File: config.mk
export PLATFORM = sky130hd
export DESIGN_NAME = iscs_unit
export DESIGN_NICKNAME = d
export VERILOG_FILES = /design/src/iscs_pkg.sv /design/src/iscs_shifter.sv /design/src/iscs_lane_steer.sv /design/src/iscs_unit.sv
export SDC_FILE = /design/constraint.sdc
export NUM_CORES = 1
export LEC_CHECK = 0
export BUFFER_PORTS_ARGS = -buffer_cell sky130_fd_sc_hd__buf_4
export CORE_ASPECT_RATIO = 1.5
export CORE_MARGIN = 1.5
export CORE_UTILIZATION = 50
export DETAILED_ROUTE_END_ITERATION = 10
export GPL_TIMING_DRIVEN = 0
export PLACE_DENSITY = 0.77
export SKIP_CTS_REPAIR_TIMING = 1
export SLEW_MARGIN = 20
export SYNTH_ARGS = -nofsm -noshare
export SYNTH_HDL_FRONTEND = slang
export SYNTH_SLANG_ARGS = --single-unit
File: constraint.sdc
create_clock -name clk -period 10.1 [get_ports clk]
set_clock_uncertainty 0.2 [all_clocks]
set_input_delay 1.515 -clock clk [delete_from_list [all_inputs] [get_ports clk]]
set_output_delay 1.515 -clock clk [all_outputs]
set_load 0.01 [all_outputs]
File: src/iscs_pkg.sv
/*
 * Package for the integer shift, compare and halfword store slice.
 * Assumes one core clock and a synchronous active-low reset.
 */
package iscs_pkg;

	// ----------------------------------------
	// Widths and instruction fields
	// ----------------------------------------
	localparam int WORD_W = 32;
	localparam int OPC_HI = 31;
	localparam int OPC_LO = 26;
	localparam int SRC_HI = 25;
	localparam int SRC_LO = 21;
	localparam int TGT_HI = 20;
	localparam int TGT_LO = 16;
	localparam int DST_HI = 15;
	localparam int DST_LO = 11;
	localparam int SHAMT_HI = 10;
	localparam int SHAMT_LO = 6;
	localparam int FUNCT_HI = 5;
	localparam int IMM_HI = 15;
	localparam int EVA_OFF_HI = 15;
	localparam int EVA_OFF_LO = 7;
	localparam int EVA_FUNCT_HI = 5;
	localparam int SHCNT_W = 5;

	// ----------------------------------------
	// Opcode and function encodings
	// ----------------------------------------
	localparam logic [5:0] OPC_SPECIAL = 6'h00;
	localparam logic [5:0] OPC_SETLT_IMM = 6'h0a;
	localparam logic [5:0] OPC_SETLTU_IMM = 6'h0b;
	localparam logic [5:0] OPC_SHW = 6'h29;
	localparam logic [5:0] OPC_SPECIAL3 = 6'h1f;
	localparam logic [5:0] FN_SHL = 6'h00;
	localparam logic [5:0] FN_SHLV = 6'h04;
	localparam logic [5:0] FN_SETLT = 6'h2a;
	localparam logic [5:0] FN_SETLTU = 6'h2b;
	localparam logic [5:0] FN_HALF_USER = 6'h1d;
	localparam logic [4:0] SHAMT_SSNOP = 5'h01;

	// ----------------------------------------
	// Segment access modes
	// ----------------------------------------
	localparam logic [2:0] SEG_UNMAP_USER = 3'h1;
	localparam logic [2:0] SEG_MAP_USER_SUP = 3'h2;
	localparam logic [2:0] SEG_MAP_USER_KERN = 3'h3;

	typedef enum {
		OP_NONE,
		OP_SHL,
		OP_SHLV,
		OP_LT_S,
		OP_LT_U,
		OP_LT_S_IMM,
		OP_LT_U_IMM,
		OP_ST_HALF,
		OP_ST_USER
	} iscs_op_e;

	typedef struct packed {
		logic valid;
		logic [31:0] instr;
		logic [31:0] srcVal;
		logic [31:0] tgtVal;
		logic kernelMode;
		logic [2:0] segMode;
	} iscs_issue_s;

	typedef struct packed {
		logic valid;
		logic [4:0] dest;
		logic [31:0] value;
	} iscs_wb_s;

	typedef struct packed {
		logic valid;
		logic [31:0] vaddr;
		logic [31:0] data;
		logic [3:0] byteEn;
		logic userMap;
	} iscs_store_s;

	typedef struct packed {
		logic addrErr;
		logic resInstr;
		logic issueBreak;
	} iscs_exc_s;

endpackage

File: src/iscs_shifter.sv
/*
 * Left logical shifter and less-than comparator.
 * Assumes operands are stable for the cycle in which they are used.
 */
`timescale 1ns/1ps
module iscs_shifter
	import iscs_pkg::*;
#(
	parameter int W = WORD_W
) (
	// Operands
	input wire logic [W-1:0] opA,
	input wire logic [W-1:0] opB,
	input wire logic [SHCNT_W-1:0] shiftCount,
	// Results
	output logic [W-1:0] shifted,
	output logic lessSigned,
	output logic lessUnsigned
);
	// Zero fill from the right
	assign shifted = opB << shiftCount;
	// Plain compares never trap
	assign lessSigned = $signed(opA) < $signed(opB);
	assign lessUnsigned = opA < opB;
endmodule

File: src/iscs_lane_steer.sv
/*
 * Halfword lane steering for stores.
 * Assumes a 32-bit little-lane memory word with four byte strobes.
 */
`timescale 1ns/1ps
module iscs_lane_steer
	import iscs_pkg::*;
(
	// Inputs
	input wire logic addrBit1,
	input wire logic bigEndian,
	input wire logic endianSwap,
	input wire logic [15:0] half,
	// Outputs
	output logic [31:0] laneData,
	output logic [3:0] laneEn
);
	logic upper;
	// Big-endian and swap each flip the lane
	assign upper = addrBit1 ^ bigEndian ^ endianSwap;
	assign laneData = upper ? {half, 16'h0000} : {16'h0000, half};
	assign laneEn = upper ? 4'hc : 4'h3;
endmodule

File: src/iscs_unit.sv
/*
 * Integer shift, set-less-than and halfword store slice, one stage deep.
 * Assumes decode hands over operand values and privilege state each cycle.
 */
`timescale 1ns/1ps
module iscs_unit
	import iscs_pkg::*;
(
	// Clock and reset
	input wire logic clk,
	input wire logic rst_n,
	// Configuration
	input wire logic enhancedVaddrPresentBit,
	input wire logic bigEndianConfig,
	input wire logic endianSwapMode,
	// Issue
	input wire iscs_issue_s issue,
	// Results
	output iscs_wb_s wbOut,
	output iscs_store_s storeOut,
	output iscs_exc_s excOut
);
	// ----------------------------------------
	// Decode
	// ----------------------------------------
	function automatic iscs_op_e decodeOp(input logic [31:0] ins);
		iscs_op_e op;
		op = OP_NONE;
		case (ins[OPC_HI:OPC_LO])
			OPC_SPECIAL: begin
				case (ins[FUNCT_HI:0])
					FN_SHL: op = OP_SHL;
					FN_SHLV: op = OP_SHLV;
					FN_SETLT: op = OP_LT_S;
					FN_SETLTU: op = OP_LT_U;
					default: op = OP_NONE;
				endcase
			end
			OPC_SETLT_IMM: op = OP_LT_S_IMM;
			OPC_SETLTU_IMM: op = OP_LT_U_IMM;
			OPC_SHW: op = OP_ST_HALF;
			OPC_SPECIAL3: begin
				if (ins[EVA_FUNCT_HI:0] == FN_HALF_USER && ins[6] == 1'b0) begin
					op = OP_ST_USER;
				end else begin
					op = OP_NONE;
				end
			end
			default: op = OP_NONE;
		endcase
		return op;
	endfunction

	iscs_op_e op;
	logic [4:0] srcIdx;
	logic [4:0] tgtIdx;
	logic [4:0] dstIdx;
	logic [4:0] shamt;
	logic [31:0] immSext;
	logic [31:0] eaStd;
	logic [31:0] eaUser;
	logic [31:0] ea;
	logic isStore;
	logic isCompare;
	logic isShift;
	logic userStAllowed;
	logic misaligned;
	logic isNopIdiom;
	logic isBreakIdiom;

	assign op = issue.valid ? decodeOp(issue.instr) : OP_NONE;
	assign srcIdx = issue.instr[SRC_HI:SRC_LO];
	assign tgtIdx = issue.instr[TGT_HI:TGT_LO];
	assign dstIdx = issue.instr[DST_HI:DST_LO];
	assign shamt = issue.instr[SHAMT_HI:SHAMT_LO];
	assign immSext = {{16{issue.instr[IMM_HI]}}, issue.instr[IMM_HI:0]};

	// ----------------------------------------
	// Address generation
	// ----------------------------------------
	assign eaStd = issue.srcVal + immSext;
	assign eaUser = issue.srcVal
		+ {{23{issue.instr[EVA_OFF_HI]}}, issue.instr[EVA_OFF_HI:EVA_OFF_LO]};
	assign ea = (op == OP_ST_USER) ? eaUser : eaStd;
	assign misaligned = ea[0];
	assign userStAllowed = enhancedVaddrPresentBit && issue.kernelMode
		&& (issue.segMode == SEG_UNMAP_USER || issue.segMode == SEG_MAP_USER_SUP
		|| issue.segMode == SEG_MAP_USER_KERN);

	assign isStore = (op == OP_ST_HALF) || (op == OP_ST_USER && userStAllowed);
	assign isCompare = (op == OP_LT_S) || (op == OP_LT_U) || (op == OP_LT_S_IMM)
		|| (op == OP_LT_U_IMM);
	assign isShift = (op == OP_SHL) || (op == OP_SHLV);

	// Idioms need zero tgtIdx and dstIdx and write nothing back
	assign isNopIdiom = (op == OP_SHL) && tgtIdx == 5'h00 && dstIdx == 5'h00
		&& shamt == 5'h00;
	assign isBreakIdiom = (op == OP_SHL) && tgtIdx == 5'h00 && dstIdx == 5'h00
		&& shamt == SHAMT_SSNOP;

	// ----------------------------------------
	// Datapath
	// ----------------------------------------
	logic immForm;
	logic [31:0] cmpB;
	logic [SHCNT_W-1:0] shiftCnt;
	logic [31:0] shiftRes;
	logic ltS;
	logic ltU;
	logic cmpBit;
	logic [31:0] laneData;
	logic [3:0] laneEn;

	assign immForm = (op == OP_LT_S_IMM) || (op == OP_LT_U_IMM);
	assign cmpB = immForm ? immSext : issue.tgtVal;
	assign shiftCnt = (op == OP_SHLV) ? issue.srcVal[SHCNT_W-1:0] : shamt;

	iscs_shifter #(
		.W(WORD_W)
	) u_shift (
		.opA(issue.srcVal),
		.opB(isShift ? issue.tgtVal : cmpB),
		.shiftCount(shiftCnt),
		.shifted(shiftRes),
		.lessSigned(ltS),
		.lessUnsigned(ltU)
	);

	assign cmpBit = (op == OP_LT_U || op == OP_LT_U_IMM) ? ltU : ltS;

	iscs_lane_steer u_lane (
		.addrBit1(ea[1]),
		.bigEndian(bigEndianConfig),
		.endianSwap(endianSwapMode),
		.half(issue.tgtVal[15:0]),
		.laneData(laneData),
		.laneEn(laneEn)
	);

	// ----------------------------------------
	// Next values
	// ----------------------------------------
	iscs_wb_s nxt_wb;
	iscs_store_s nxt_store;
	iscs_exc_s nxt_exc;

	always_comb begin
		nxt_wb = '0;
		if (isCompare) begin
			nxt_wb.valid = 1'b1;
			nxt_wb.dest = immForm ? tgtIdx : dstIdx;
			nxt_wb.value = {31'h00000000, cmpBit};
		end else if (isShift && !isNopIdiom && !isBreakIdiom) begin
			nxt_wb.valid = 1'b1;
			nxt_wb.dest = dstIdx;
			nxt_wb.value = shiftRes;
		end
	end

	always_comb begin
		nxt_store = '0;
		if (isStore && !misaligned) begin
			nxt_store.valid = 1'b1;
			nxt_store.vaddr = ea;
			nxt_store.data = laneData;
			nxt_store.byteEn = laneEn;
			nxt_store.userMap = (op == OP_ST_USER) && issue.segMode == SEG_MAP_USER_KERN;
		end
	end

	// Compares never flag overflow; no overflow output exists
	always_comb begin
		nxt_exc = '0;
		nxt_exc.addrErr = isStore && misaligned;
		nxt_exc.resInstr = (op == OP_ST_USER) && !userStAllowed;
		nxt_exc.issueBreak = isBreakIdiom;
	end

	// ----------------------------------------
	// Registers
	// ----------------------------------------
	iscs_wb_s wb_ff;
	iscs_store_s store_ff;
	iscs_exc_s exc_ff;

	always_ff @(posedge clk) begin
		if (!rst_n) begin
			wb_ff <= '0;
			store_ff <= '0;
			exc_ff <= '0;
		end else begin
			wb_ff <= nxt_wb;
			store_ff <= nxt_store;
			exc_ff <= nxt_exc;
		end
	end

	assign wbOut = wb_ff;
	assign storeOut = store_ff;
	assign excOut = exc_ff;
endmodule

# Word-level counts from Yosys, hierarchy flattened
# Index checks and enable logic that the tools add are counted.
[totals]
register_bits = 111
latch_bits = 0
ramBits = 0
rom_bits = 0
inputBits = 106
output_inout_bits = 111
word_cells = 95
mem_count = 0
[op_classes]
add_sub_neg = 2
multipliers = 0
div = 0
magnitude_cmp = 2
eq_ne = 20
shift = 1
mux = 15
bitwise = 6
reduce_logical = 36
[op_table]
columns = ["operator", "count"]
rows = [
  ["2-to-1 mux 32 bit", 5],
  ["case mux 32 bit (5 select lines)", 1],
  ["equality test 32 x 4 -> 1 bit (second input constant)", 4],
  ["2-to-1 mux 38 bit", 2],
  ["2-to-1 mux 70 bit", 1],
  ["adder 32 bit", 2],
  ["equality test 32 x 3 -> 1 bit (second input constant)", 2],
  ["less-than comparator 32 bit", 2],
  ["equality test 32 x 2 -> 1 bit (second input constant)", 1],
  ["equality test 32 x 5 -> 1 bit (second input constant)", 1],
  ["<< shifter 32 x 5 -> 32 bit", 1],
  ["equality test 6 bit (second input constant)", 3],
  ["zero test 5 bit", 3],
  ["logical AND 1 bit", 14],
  ["equality test 6 x 4 -> 1 bit (second input constant)", 2],
  ["equality test 6 x 5 -> 1 bit (second input constant)", 2],
  ["zero test 6 bit", 2],
  ["case mux 3 bit (4 select lines)", 1],
  ["2-to-1 mux 5 bit", 2],
  ["logical OR 1 bit", 9],
  ["2-to-1 mux 4 bit", 2],
  ["equality test 3 x 2 -> 1 bit (second input constant)", 2],
  ["equality test 6 x 3 -> 1 bit (second input constant)", 1],
  ["OR reduction 3 bit", 2],
  ["8 further kinds", 15],
]

# Longest topological paths before layout
# Gate-level depths: netlist of the first run.
[logic_depth]
ltp_word = 14
ltp_mapped = 22
ltp_nobuf = 17

# Modules after synthesis
# Synthesis of the first run repeated with hierarchy kept, for this count alone.
[unflattened]
cells_unflattened = 994
hier_area_um2 = 8229.1
[modules_own_cells]
columns = ["mod", "n_inst", "cells_each", "area_per_inst_um2", "seq_area_each_um2"]
rows = [
  ["iscs_unit", 1, 654, 5501.5, 2222.1],
  ["iscs_shifter", 1, 300, 2376.0, 0.0],
  ["iscs_lane_steer", 1, 40, 351.6, 0.0],
]

# Worst setup path after synthesis of the first run
# No wires, ideal clock.
[synth_timing]
path_kind = "in2reg"
startpoint = "input issue[95] (netlist bit)"
endpoint = "register wb_ff, in the netlist wbOut[0]"
setup_time_ps = 74
t_arrival_ps = 5842
required_ps = 9826
setup_slack_ps = 3984
path_stages = 22
n_path_buf = 6
cell_sequence = "clkbuf_1 nor4_1 o211ai_1 a21o_1 clkbuf_1 nand2_1 clkbuf_1 clkbuf_1 clkbuf_1 buf_1 a21boi_0 ha_1 a21o_1 a21o_1 a21o_1 a21o_1 a21o_1 a21oi_1 nor2b_1 o31ai_1 a21oi_1 o21ai_0"
[synth_via]
elab_chain_cells = 12
elab_cells_between_ends = 36
cone_classes = "order compare: 2; eq/ne: 10; shift: 1; mux: 8; reduce/logical: 15"
[synth_lines]
columns = ["item", "line", "rtl"]
rows = [
  ["start, declared", "iscs_unit.sv:17", "input wire iscs_issue_s issue,"],
  ["equality test 6 x 5 -> 1 bit (tied with other cells)", "iscs_unit.sv:29", "case (ins[OPC_HI:OPC_LO])"],
  ["case mux 32 bit (5 select lines) (*)", "iscs_unit.sv:29", ""],
  ["2-to-1 mux 32 bit (*)", "iscs_unit.sv:71", "assign op = issue.valid ? decodeOp(issue.instr) : OP_NONE;"],
  ["parallel branches: the longest is 8 deep, another holds less-than comparator 32 bit", "--", ""],
  ["2-to-1 mux 38 bit (*)", "iscs_unit.sv:149", "if (isCompare) begin"],
  ["end signal, assigned", "iscs_unit.sv:192", "wb_ff <= nxt_wb;"],
  ["end, declared", "iscs_unit.sv:182", "iscs_wb_s wb_ff;"],
]
# Mark *: on every way between the ends.
# A chain may end at the register's enable or synchronous reset.

# Worst setup path after layout of the first run
# Ends and elaborated chain as after synthesis.

==> metrics.cfg, run 1 <==
[yosys]
async_reset_ff_share_pct = 0
yosysWarnings = 0
synthFlopType = dfxtp_1
synth_cell_type_count = 86
synth_area_leaders = dfxtp_1 (26%), ha_1 (9.3%), a21oi_1 (5.3%)
syn_nets = 1215
syn_inst = 1046
synth_edf_count = 0
synth_area_leader_cell = dfxtp_1
synth_area_mm2 = 0.00834
synth.avg_cell_area_um2 = 7.97
ys_ff_latch = 109
synth-seq-area-share_pct = 26.2
synth_top_area_share_pct = 26.2

[cts]
clkTransAtPathRegs_ns = 0.08
htreeDepth = 3
clock-sinks = 109
cts_tree = done
cts_made_buffers = 9
cts_root_buf = clkbuf_16
clk_path_buf_depth = 2

[timing]
slew_headroom_pct = 28.3
fin_crit_sh_pct = 75.6
setup_viol = 0
grt_setup_unrepaired = no
drv_slew = 0
setup_tns_ns = 0
min_period_ns = 7.64
hold_viol = 0
worstMarginPinSlew_ns = 1.07
max_freq_ghz = 0.131

[critical_path]
critPathMaxFanout = 10
crit_path_start_kind = input port
crit_type = input port to flip-flop
worstPathArrival_ns = 7.71
required_ns = 10.17
startpoint = issue[95]
worst_setup_path_end_kind = flip-flop
critical_path.endpoint = wbOut[0]$_SDFF_PN0_

[floorplanning]
initial_core_util_pct = 51.3
die_w_um = 108
coreArea_mm2 = 0.0163
die_h_um = 161
dieArea_mm2 = 0.0175
pin_count = 217
num_rows = 57

[finish]
antenna_cells = 0
stdcell_count = 1473
nets = 1431
design_area_mm2 = 0.0104
drive_gt1_share_pct = 22.4
area_delta_synth_final_pct = 25.0
filler_cell_count = 1515

[detailed_routing]
viasPerCell = 6.45
wire_per_inst_um = 23.0
drt-pass1-iter-count = 5
wl_mm = 33.9
route.detailed.drc = 0
vias = 9495
drt_first_iter_violations = 988
drtAntennaViolNets = 0

[placement]
dp_hpwl_mm = 26.8
gp_congestion = 1.07
io_buffer_count = 205
dpl-instance-area_mm2 = 0.0101
dp.cells = 1457

[power]
power_leakage_nw = 4.83
netSwitchingFraction_pct = 34.2
power_switching_mw = 0.382
seq_power_share_pct = 38.5
power_frac_clock_pct = 31.6
intPower_mw = 0.735
pwr-share-comb_pct = 30.0
p_per_area_mw_per_mm2 = 107
peakVddDrop_v = 0.0000864

[worst_hold_path]
hold_path_class = input port to flip-flop

[run_status]
status = finished, final reports clean

[flow_run]
drv_cap = 0

[global_routing]
antenna_found_initial = 0
grtUsageTotal_pct = 38.6
grt_pass1_vias = 9265
grt_pass1_wl_mm = 51.6
grt_max_degree = 21
grt_overflow_total = 0

## how the worst min path moves through the flow
stage / depth (start not counted) / to / startpoint
after floorplan: 1 / storeOut[0]$_SDFF_PN0_ / issue[2]
after detailed placement: 2 / storeOut[0]$_SDFF_PN0_ / issue[2]
final: 2 / storeOut[0]$_SDFF_PN0_ / issue[2]
after global routing: 2 / storeOut[0]$_SDFF_PN0_ / issue[2]
after global placement: 2 / storeOut[0]$_SDFF_PN0_ / issue[2]
after CTS: 2 / storeOut[0]$_SDFF_PN0_ / issue[2]
## state kept, by name, summed over array words and instances (netlist names)
signal / count
storeOut: 68
excOut: 3
wbOut: 38
## layout make-up
class	count	area (um^2)	share of cell area (%)
clock inverters	7	65.1	0.624
multi-input cells	848	5730	54.9
well taps	206	258	2.47
clock buffers	9	225	2.16
inverters	22	82.6	0.792
repair buffers	205	1540	14.8
flip-flops and latches	109	2180	20.9
plain buffers	67	347	3.32
## metal layers
layer  up-vias  global-route usage, %  wire length (um)
met5         -                      0                 0
met4         0                   27.4              2550
met3       159                   6.50              2640
met2       558                   63.2             16200
met1      4430                   44.9             12500
li1       4348                      -                 -
## layout by cell type (no fill, tap or decap), types with 9 or more instances in the layout
master and count:
nand3_1 33, dfxtp_1 109, o31ai_1 11, buf_2 19, xor2_1 18, a22oi_1 9, nor3_1 39, and2_1 9
inv_1 22, nor2_1 96, nand4_1 10, ha_1 62, clkbuf_1 28, nor4_1 11, clkbuf_16 9, nand2b_1 10
o21ai_0 48, a31oi_1 10, buf_4 212, nand2_1 82, and3_1 34, mux2i_1 30, a211oi_1 24, a21o_1 40
a22o_1 11, nor2b_1 12, xnor2_1 10, o211ai_1 12, a21oi_1 88
## cell families (layout without fill, tap and decap cells)
logic type                 after synthesis  after routing  synth area share [%]
AOI/OAI and AO/OA                      352            352                  29.6
other                                    1              1                0.0450
DFF                                    109            109                  26.2
xor gates and xnor gates                28             28                  2.94
muxes                                   38             38                  4.86
and+or+nand+nor                        366            366                  21.7
buffers and inverters                   89            310                  5.15
adders and majority gates               63             63                  9.54
## through the flow
stage                     hold WS (ns)  setup slack, ns  power (mW)  utilization [%]
after CTS                         1.10             2.56        1.11             64.1
after detailed placement          1.49             2.24       0.762             62.3
final                             1.11             2.46        1.12             64.1
after global placement            1.49             2.34       0.758             62.3
after global routing              1.11             2.09        1.16             64.1
after floorplan                   1.39             3.98       0.646                -
## critical path, stage by stage
cell and delay [ns]:
clkbuf_1 0.17, nor4_1 0.49, o211ai_1 0.35, a21o_1 0.24
clkbuf_1 0.21, nand2_1 0.39, clkbuf_1 0.48, clkbuf_1 0.46
clkbuf_1 0.60, buf_1 0.50, a21boi_0 0.25, ha_1 0.23
a21o_1 0.17, a21o_1 0.17, a21o_1 0.17, a21o_1 0.18
a21o_1 0.18, a21oi_1 0.16, nor2b_1 0.07, o31ai_1 0.32
a21oi_1 0.13, o21ai_0 0.25
## power groups by stage
stage	logic, mW	clock network [mW]	registers, mW
2_1_floorplan	0.206	0	0.440
3_3_place_gp	0.318	0	0.440
3_5_place_dp	0.322	0	0.440
4_1_cts	0.324	0.357	0.430
5_1_grt	0.360	0.373	0.430
6_report	0.335	0.353	0.430
## Yosys cell counts (22+ instances only)
cell type and n:
a21oi_1 88, inv_1 22, o21ai_0 48, mux2i_1 30
nor2_1 96, nor3_1 39, dfxtp_1 109, nand2_1 82
a211oi_1 24, and3_1 34, clkbuf_1 28, nand3_1 33
ha_1 62, a21o_1 40
Note: power is estimated with default switching activity, not from simulation.
==> run 2, diff against run 1 <==
--- a/config.mk
+++ b/config.mk
@@ -5,13 +5,14 @@
 export SDC_FILE = /design/constraint.sdc
 export NUM_CORES = 1
 export LEC_CHECK = 0
+export ABC_AREA = 1
 export BUFFER_PORTS_ARGS = -buffer_cell sky130_fd_sc_hd__buf_4
 export CORE_ASPECT_RATIO = 1.5
 export CORE_MARGIN = 1.5
 export CORE_UTILIZATION = 50
 export DETAILED_ROUTE_END_ITERATION = 10
 export GPL_TIMING_DRIVEN = 0
-export PLACE_DENSITY = 0.77
+export PLACE_DENSITY = 0.78
 export SKIP_CTS_REPAIR_TIMING = 1
 export SLEW_MARGIN = 20
 export SYNTH_ARGS = -nofsm -noshare
==> constraint.sdc (replaced) <==
create_clock -name clk -period 7.7 [get_ports clk]
set_clock_uncertainty 0.2 [all_clocks]
set_input_delay 1.155 -clock clk [delete_from_list [all_inputs] [get_ports clk]]
set_output_delay 1.155 -clock clk [all_outputs]
set_load 0.01 [all_outputs]
==> run 2 against run 1 <==
Effect of this change:
- via count down 11%
- total power up 27%
- count of clock-buffer cells in the layout unchanged
- critical path depth up 3
- cell area down 7.2%
- setup slack worse by 0.22 ns
- sequential power up 31%
- first-iteration DRC count down 57%
- area after synthesis down 9.7%
- clock power up 35%
- synthesized cell count up 11%
==> metrics.cfg, run 2 <==
[run_status]
status = finished, final reports clean

[yosys]
synth_compound_area_share_pct = 21.0
synth_mux_area_share_pct = 0
ys_ff_latch = 109
synth_top_area_share_pct = 29.0
synthFlopType = dfxtp_1
synth_area_leader_cell = dfxtp_1
synth_cell_type_count = 48
synth_area_leaders = dfxtp_1 (29%), nand2_1 (15%), ha_1 (10%)
synth_adder_area_share_pct = 10.6
synth.avg_cell_area_um2 = 6.50
synth_common_cells = nand2_1 (294), inv_1 (126), nor2_1 (110), dfxtp_1 (109)
synth-simple-area-share_pct = 29.1
syn_inst = 1158
synth_area_mm2 = 0.00753
synth_top_family_by_area = simple AND/OR/NAND/NOR gates
synth.most_common_cell = nand2_1
synth-seq-area-share_pct = 29.0
yosysWarnings = 0
synth_edf_count = 0
synthXorXnorAreaFrac_pct = 0.814
syn_nets = 1327
async_reset_ff_share_pct = 0

[timing]
worstMarginPinSlew_ns = 0.622
setup_tns_ns = 0
fin_crit_sh_pct = 70.8
max_freq_ghz = 0.183
min_period_ns = 5.45
hold-worst-slack_ns = 0.755
slew_headroom_pct = 58.2
hold_viol = 0
setup_viol = 0
grt_setup_unrepaired = no
drv_slew = 0

[global_routing]
grt_max_degree = 23
antenna_found_initial = 0
grt_pass1_vias = 8051
grt_pass1_wl_mm = 40.1
grtUsageTotal_pct = 33.0
grt_overflow_total = 0

[flow_run]
drv_cap = 0

[placement]
dp_hpwl_mm = 22.1
gp_congestion = 1.00
dpl-instance-area_mm2 = 0.00936
io_buffer_count = 211

[finish]
largest_reg_flops = 68
area_delta_synth_final_pct = 28.4
layout_common_cells = nand2_1 (294), buf_4 (213), inv_1 (126), nor2_1 (110), dfxtp_1 (109)
final_util_pct = 66.0
layout_commonest_cell = nand2_1
antenna_cells = 0
nets = 1549
design_area_mm2 = 0.00967
drive_gt1_share_pct = 19.4

[critical_path]
crit_path_start_kind = input port
max_stage_delay_ns = 0.41
worst_setup_path_end_kind = flip-flop
critPathMaxFanout = 10
crit_type = input port to flip-flop
cpMaxStageDelayCell = clkbuf_1
worstPathArrival_ns = 5.49
required_ns = 7.74

[cts]
cts_made_buffers = 9
clkTransAtPathRegs_ns = 0.08
htreeDepth = 3
cts_root_buf = clkbuf_16
clock-sinks = 109
clk_path_buf_depth = 2
cts_tree = done

[detailed_routing]
viasPerCell = 5.36
vias = 8471
route.detailed.drc = 0
wl_mm = 26.0
drt-pass1-iter-count = 5
drtAntennaViolNets = 0
drt_first_iter_violations = 425
wire_per_inst_um = 16.5

[floorplanning]
dieArea_mm2 = 0.0158
die_h_um = 153
die_w_um = 103
num_rows = 54
pin_count = 217
initial_core_util_pct = 51.4
coreArea_mm2 = 0.0147

[power]
p_total_mw = 1.42
peakVddDrop_v = 0.000126
p_per_area_mw_per_mm2 = 146
power_leakage_nw = 5.01

[worst_hold_path]
hold_path_class = input port to flip-flop

-- run 2: logic make-up after synthesis --
| group | count (synthesis) |
|---|---|
| buffers and inverters | 172 |
| xor gates and xnor gates | 7 |
| adders and majority gates | 63 |
| and+or+nand+nor | 523 |
| other | 1 |
| DFF | 109 |
| AOI/OAI and AO/OA | 283 |
-- run 2: worst max-delay path: cells and delay by family --
kind | cells | cell delay [ns]
and+or+nand+nor | 7 | 0.59
buffers and inverters | 6 | 1.03
AOI/OAI and AO/OA | 10 | 2.30
adders and majority gates | 2 | 0.40
-- run 2: layer usage --
metal	vias up	global-route usage, %	part of all wire (%)
met2	336	59.5	52
met5	-	0	0
met4	0	19.0	6.2
met1	3751	35.9	37
li1	4284	-	-
met3	100	4.02	4.8
-- run 2: layout make-up --
type / count / area [um^2]
plain buffers: 42 / 230
clock buffers: 9 / 225
clock inverters: 7 / 86.3
fillers: 1468 / 4990
inverters: 130 / 488
multi-input cells: 877 / 4630
flip-flops and latches: 109 / 2180
well taps: 196 / 245
repair buffers: 211 / 1580
-- run 2: where the power goes --
part	switching [mW]	internal [mW]
combinational	0.236	0.139
sequential	0.000473	0.565
clock	0.242	0.233
total	0.479	0.937
-- run 2: stage by stage --
stage / setup slack (ns) / std cells
after floorplan: 3.08 / 1158
after global placement: 2.00 / 1565
after detailed placement: 1.95 / 1565
after CTS: 2.30 / 1581
after global routing: 1.70 / 1581
final: 2.25 / 1581
-- run 2: final timing paths --
kind | from | to | slack [ns] | cells after the start
max | issue[74] | storeOut[57]$_SDFF_PN0_ | 2.25 | 25
min | issue[2] | storeOut[0]$_SDFF_PN0_ | 0.75 | 2
==> run 3, diff against run 2 <==
--- a/config.mk
+++ b/config.mk
@@ -5,14 +5,14 @@
 export SDC_FILE = /design/constraint.sdc
 export NUM_CORES = 1
 export LEC_CHECK = 0
-export ABC_AREA = 1
+export ABC_AREA = 0
 export BUFFER_PORTS_ARGS = -buffer_cell sky130_fd_sc_hd__buf_4
 export CORE_ASPECT_RATIO = 1.5
 export CORE_MARGIN = 1.5
 export CORE_UTILIZATION = 50
 export DETAILED_ROUTE_END_ITERATION = 10
 export GPL_TIMING_DRIVEN = 0
-export PLACE_DENSITY = 0.78
+export PLACE_DENSITY = 0.77
 export SKIP_CTS_REPAIR_TIMING = 1
 export SLEW_MARGIN = 20
 export SYNTH_ARGS = -nofsm -noshare
==> constraint.sdc (replaced) <==
create_clock -name clk -period 5.35 [get_ports clk]
set_clock_uncertainty 0.2 [all_clocks]
set_input_delay 0.8025 -clock clk [delete_from_list [all_inputs] [get_ports clk]]
set_output_delay 0.8025 -clock clk [all_outputs]
set_load 0.01 [all_outputs]
==> run 3 against run 2 <==
Effect of this change:
- routed wire length is 29% higher
- flip-flop and latch count is the same
- critical endpoint is now wbOut[21]$_SDFF_PP0_
- largest power group unchanged
- critical path depth decreased by 15
- sequential power is 44% higher
- count of clock-buffer cells in the layout unchanged
==> metrics.cfg, run 3 (same netlist as run 1, synthesis figures left out) <==
[run_status]
status = finished, final reports clean

[timing]
min_period_ns = 5.15
max_freq_ghz = 0.194
drv_slew = 0
hold-worst-slack_ns = 0.388
setup_viol = 0
hold_viol = 0
setup_tns_ns = 0
worstMarginPinSlew_ns = 1.20
fin_crit_sh_pct = 96.2
slew_headroom_pct = 19.5

[cts]
clk_path_buf_depth = 2
clock-sinks = 109
clkTransAtPathRegs_ns = 0.09
htreeDepth = 3
cts_tree = done
cts_root_buf = clkbuf_16
cts_made_buffers = 9

[finish]
multiInputGateArea_mm2 = 0.00584
ff_latch_area_mm2 = 0.00218
layout_commonest_cell = buf_4
nets = 1434
layout_common_cells = buf_4 (216), dfxtp_1 (109), nor2_1 (94), a21oi_1 (85), nand2_1 (81)
filler_cell_count = 1478
area_delta_synth_final_pct = 27.2
drive_gt1_share_pct = 24.5
largest_reg_flops = 68
stdcell_count = 1477

[global_routing]
antenna_found_initial = 0
grt_pass1_wl_mm = 50.9
grt_pass1_vias = 9076
grtUsageTotal_pct = 38.3
grt_max_degree = 23
grt_overflow_total = 0

[power]
peakVddDrop_v = 0.000170
p_total_mw = 2.15
power_leakage_nw = 4.89
p_per_area_mw_per_mm2 = 203

[floorplanning]
coreArea_mm2 = 0.0163
pin_count = 217
die_h_um = 161
die_w_um = 108
initial_core_util_pct = 51.3
num_rows = 57
dieArea_mm2 = 0.0175

[placement]
dp_hpwl_mm = 26.7
io_buffer_count = 205
gp_congestion = 1.08
dp.cells = 1457

[critical_path]
crit_type = input port to flip-flop
critical_path.endpoint = wbOut[21]$_SDFF_PP0_
crit_path_start_kind = input port
required_ns = 5.43
worst_setup_path_end_kind = flip-flop
worstPathArrival_ns = 5.23
critPathMaxFanout = 10
startpoint = issue[95]

[detailed_routing]
vias = 9469
drt_first_iter_violations = 806
drtAntennaViolNets = 0
drt-pass1-iter-count = 5
wire_per_inst_um = 22.8
route.detailed.drc = 0
wl_mm = 33.7
viasPerCell = 6.41

[worst_hold_path]
hold_path_class = input port to flip-flop

[flow_run]
drv_cap = 0

==> run 3: power breakdown <==
part | internal (mW) | switching [mW]
clock | 0.337 | 0.358
combinational | 0.254 | 0.391
sequential | 0.811 | 0.000327
total | 1.40 | 0.749
==> run 3: stage by stage <==
step	cell area, um^2	util [%]	setup slack (ns)
2_1_floorplan	8340	-	0.0785
3_3_place_gp	10100	62.3	-1.45
3_5_place_dp	10100	62.3	-1.42
4_1_cts	10400	64.3	-1.05
5_1_grt	10600	65.2	-0.0194
6_report	10600	65.2	0.203
==> run 3: cell type report <==
class | count | share of cell area, %
Sequential cell | 109 | 20.6
Clock buffer | 9 | 2.12
Tap cell | 206 | 2.43
Inverter | 22 | 0.779
Buffer | 66 | 3.41
Clock inverter | 7 | 0.814
Timing Repair Buffer | 209 | 14.8
Multi-Input combinational cell | 848 | 55.0
Antenna cell | 1 | 0.0236
==> run 3: critical path: stages <==
cell and delay (ns):
clkbuf_1 0.30, and3b_1 0.26, o211ai_1 0.68, nand3_1 0.37, nor3_2 0.53, mux2i_1 0.66, nand3_1 0.46, nor2_1 0.64
o21ai_0 0.35, o221ai_1 0.16
==> run 3: metal layers <==
metal | global-route usage, % | vias up | routed length [um]
met1 | 43.7 | 4395 | 12200
met5 | 0 | - | 0
met2 | 63.4 | 547 | 16100
li1 | - | 4364 | -
met3 | 6.86 | 163 | 2890
met4 | 27.4 | 0 | 2590
==> run 3: how the worst min path moves through the flow <==
stage                         from                endpoint  slack (ns)  depth (start not counted)
after detailed placement  issue[2]  storeOut[0]$_SDFF_PN0_        0.78                          2
after global routing      issue[2]  storeOut[0]$_SDFF_PN0_        0.40                          2
after CTS                 issue[2]  storeOut[0]$_SDFF_PN0_        0.38                          2
after floorplan           issue[2]  storeOut[0]$_SDFF_PN0_        0.68                          1
after global placement    issue[2]  storeOut[0]$_SDFF_PN0_        0.78                          2
final                     issue[2]  storeOut[0]$_SDFF_PN0_        0.39                          2
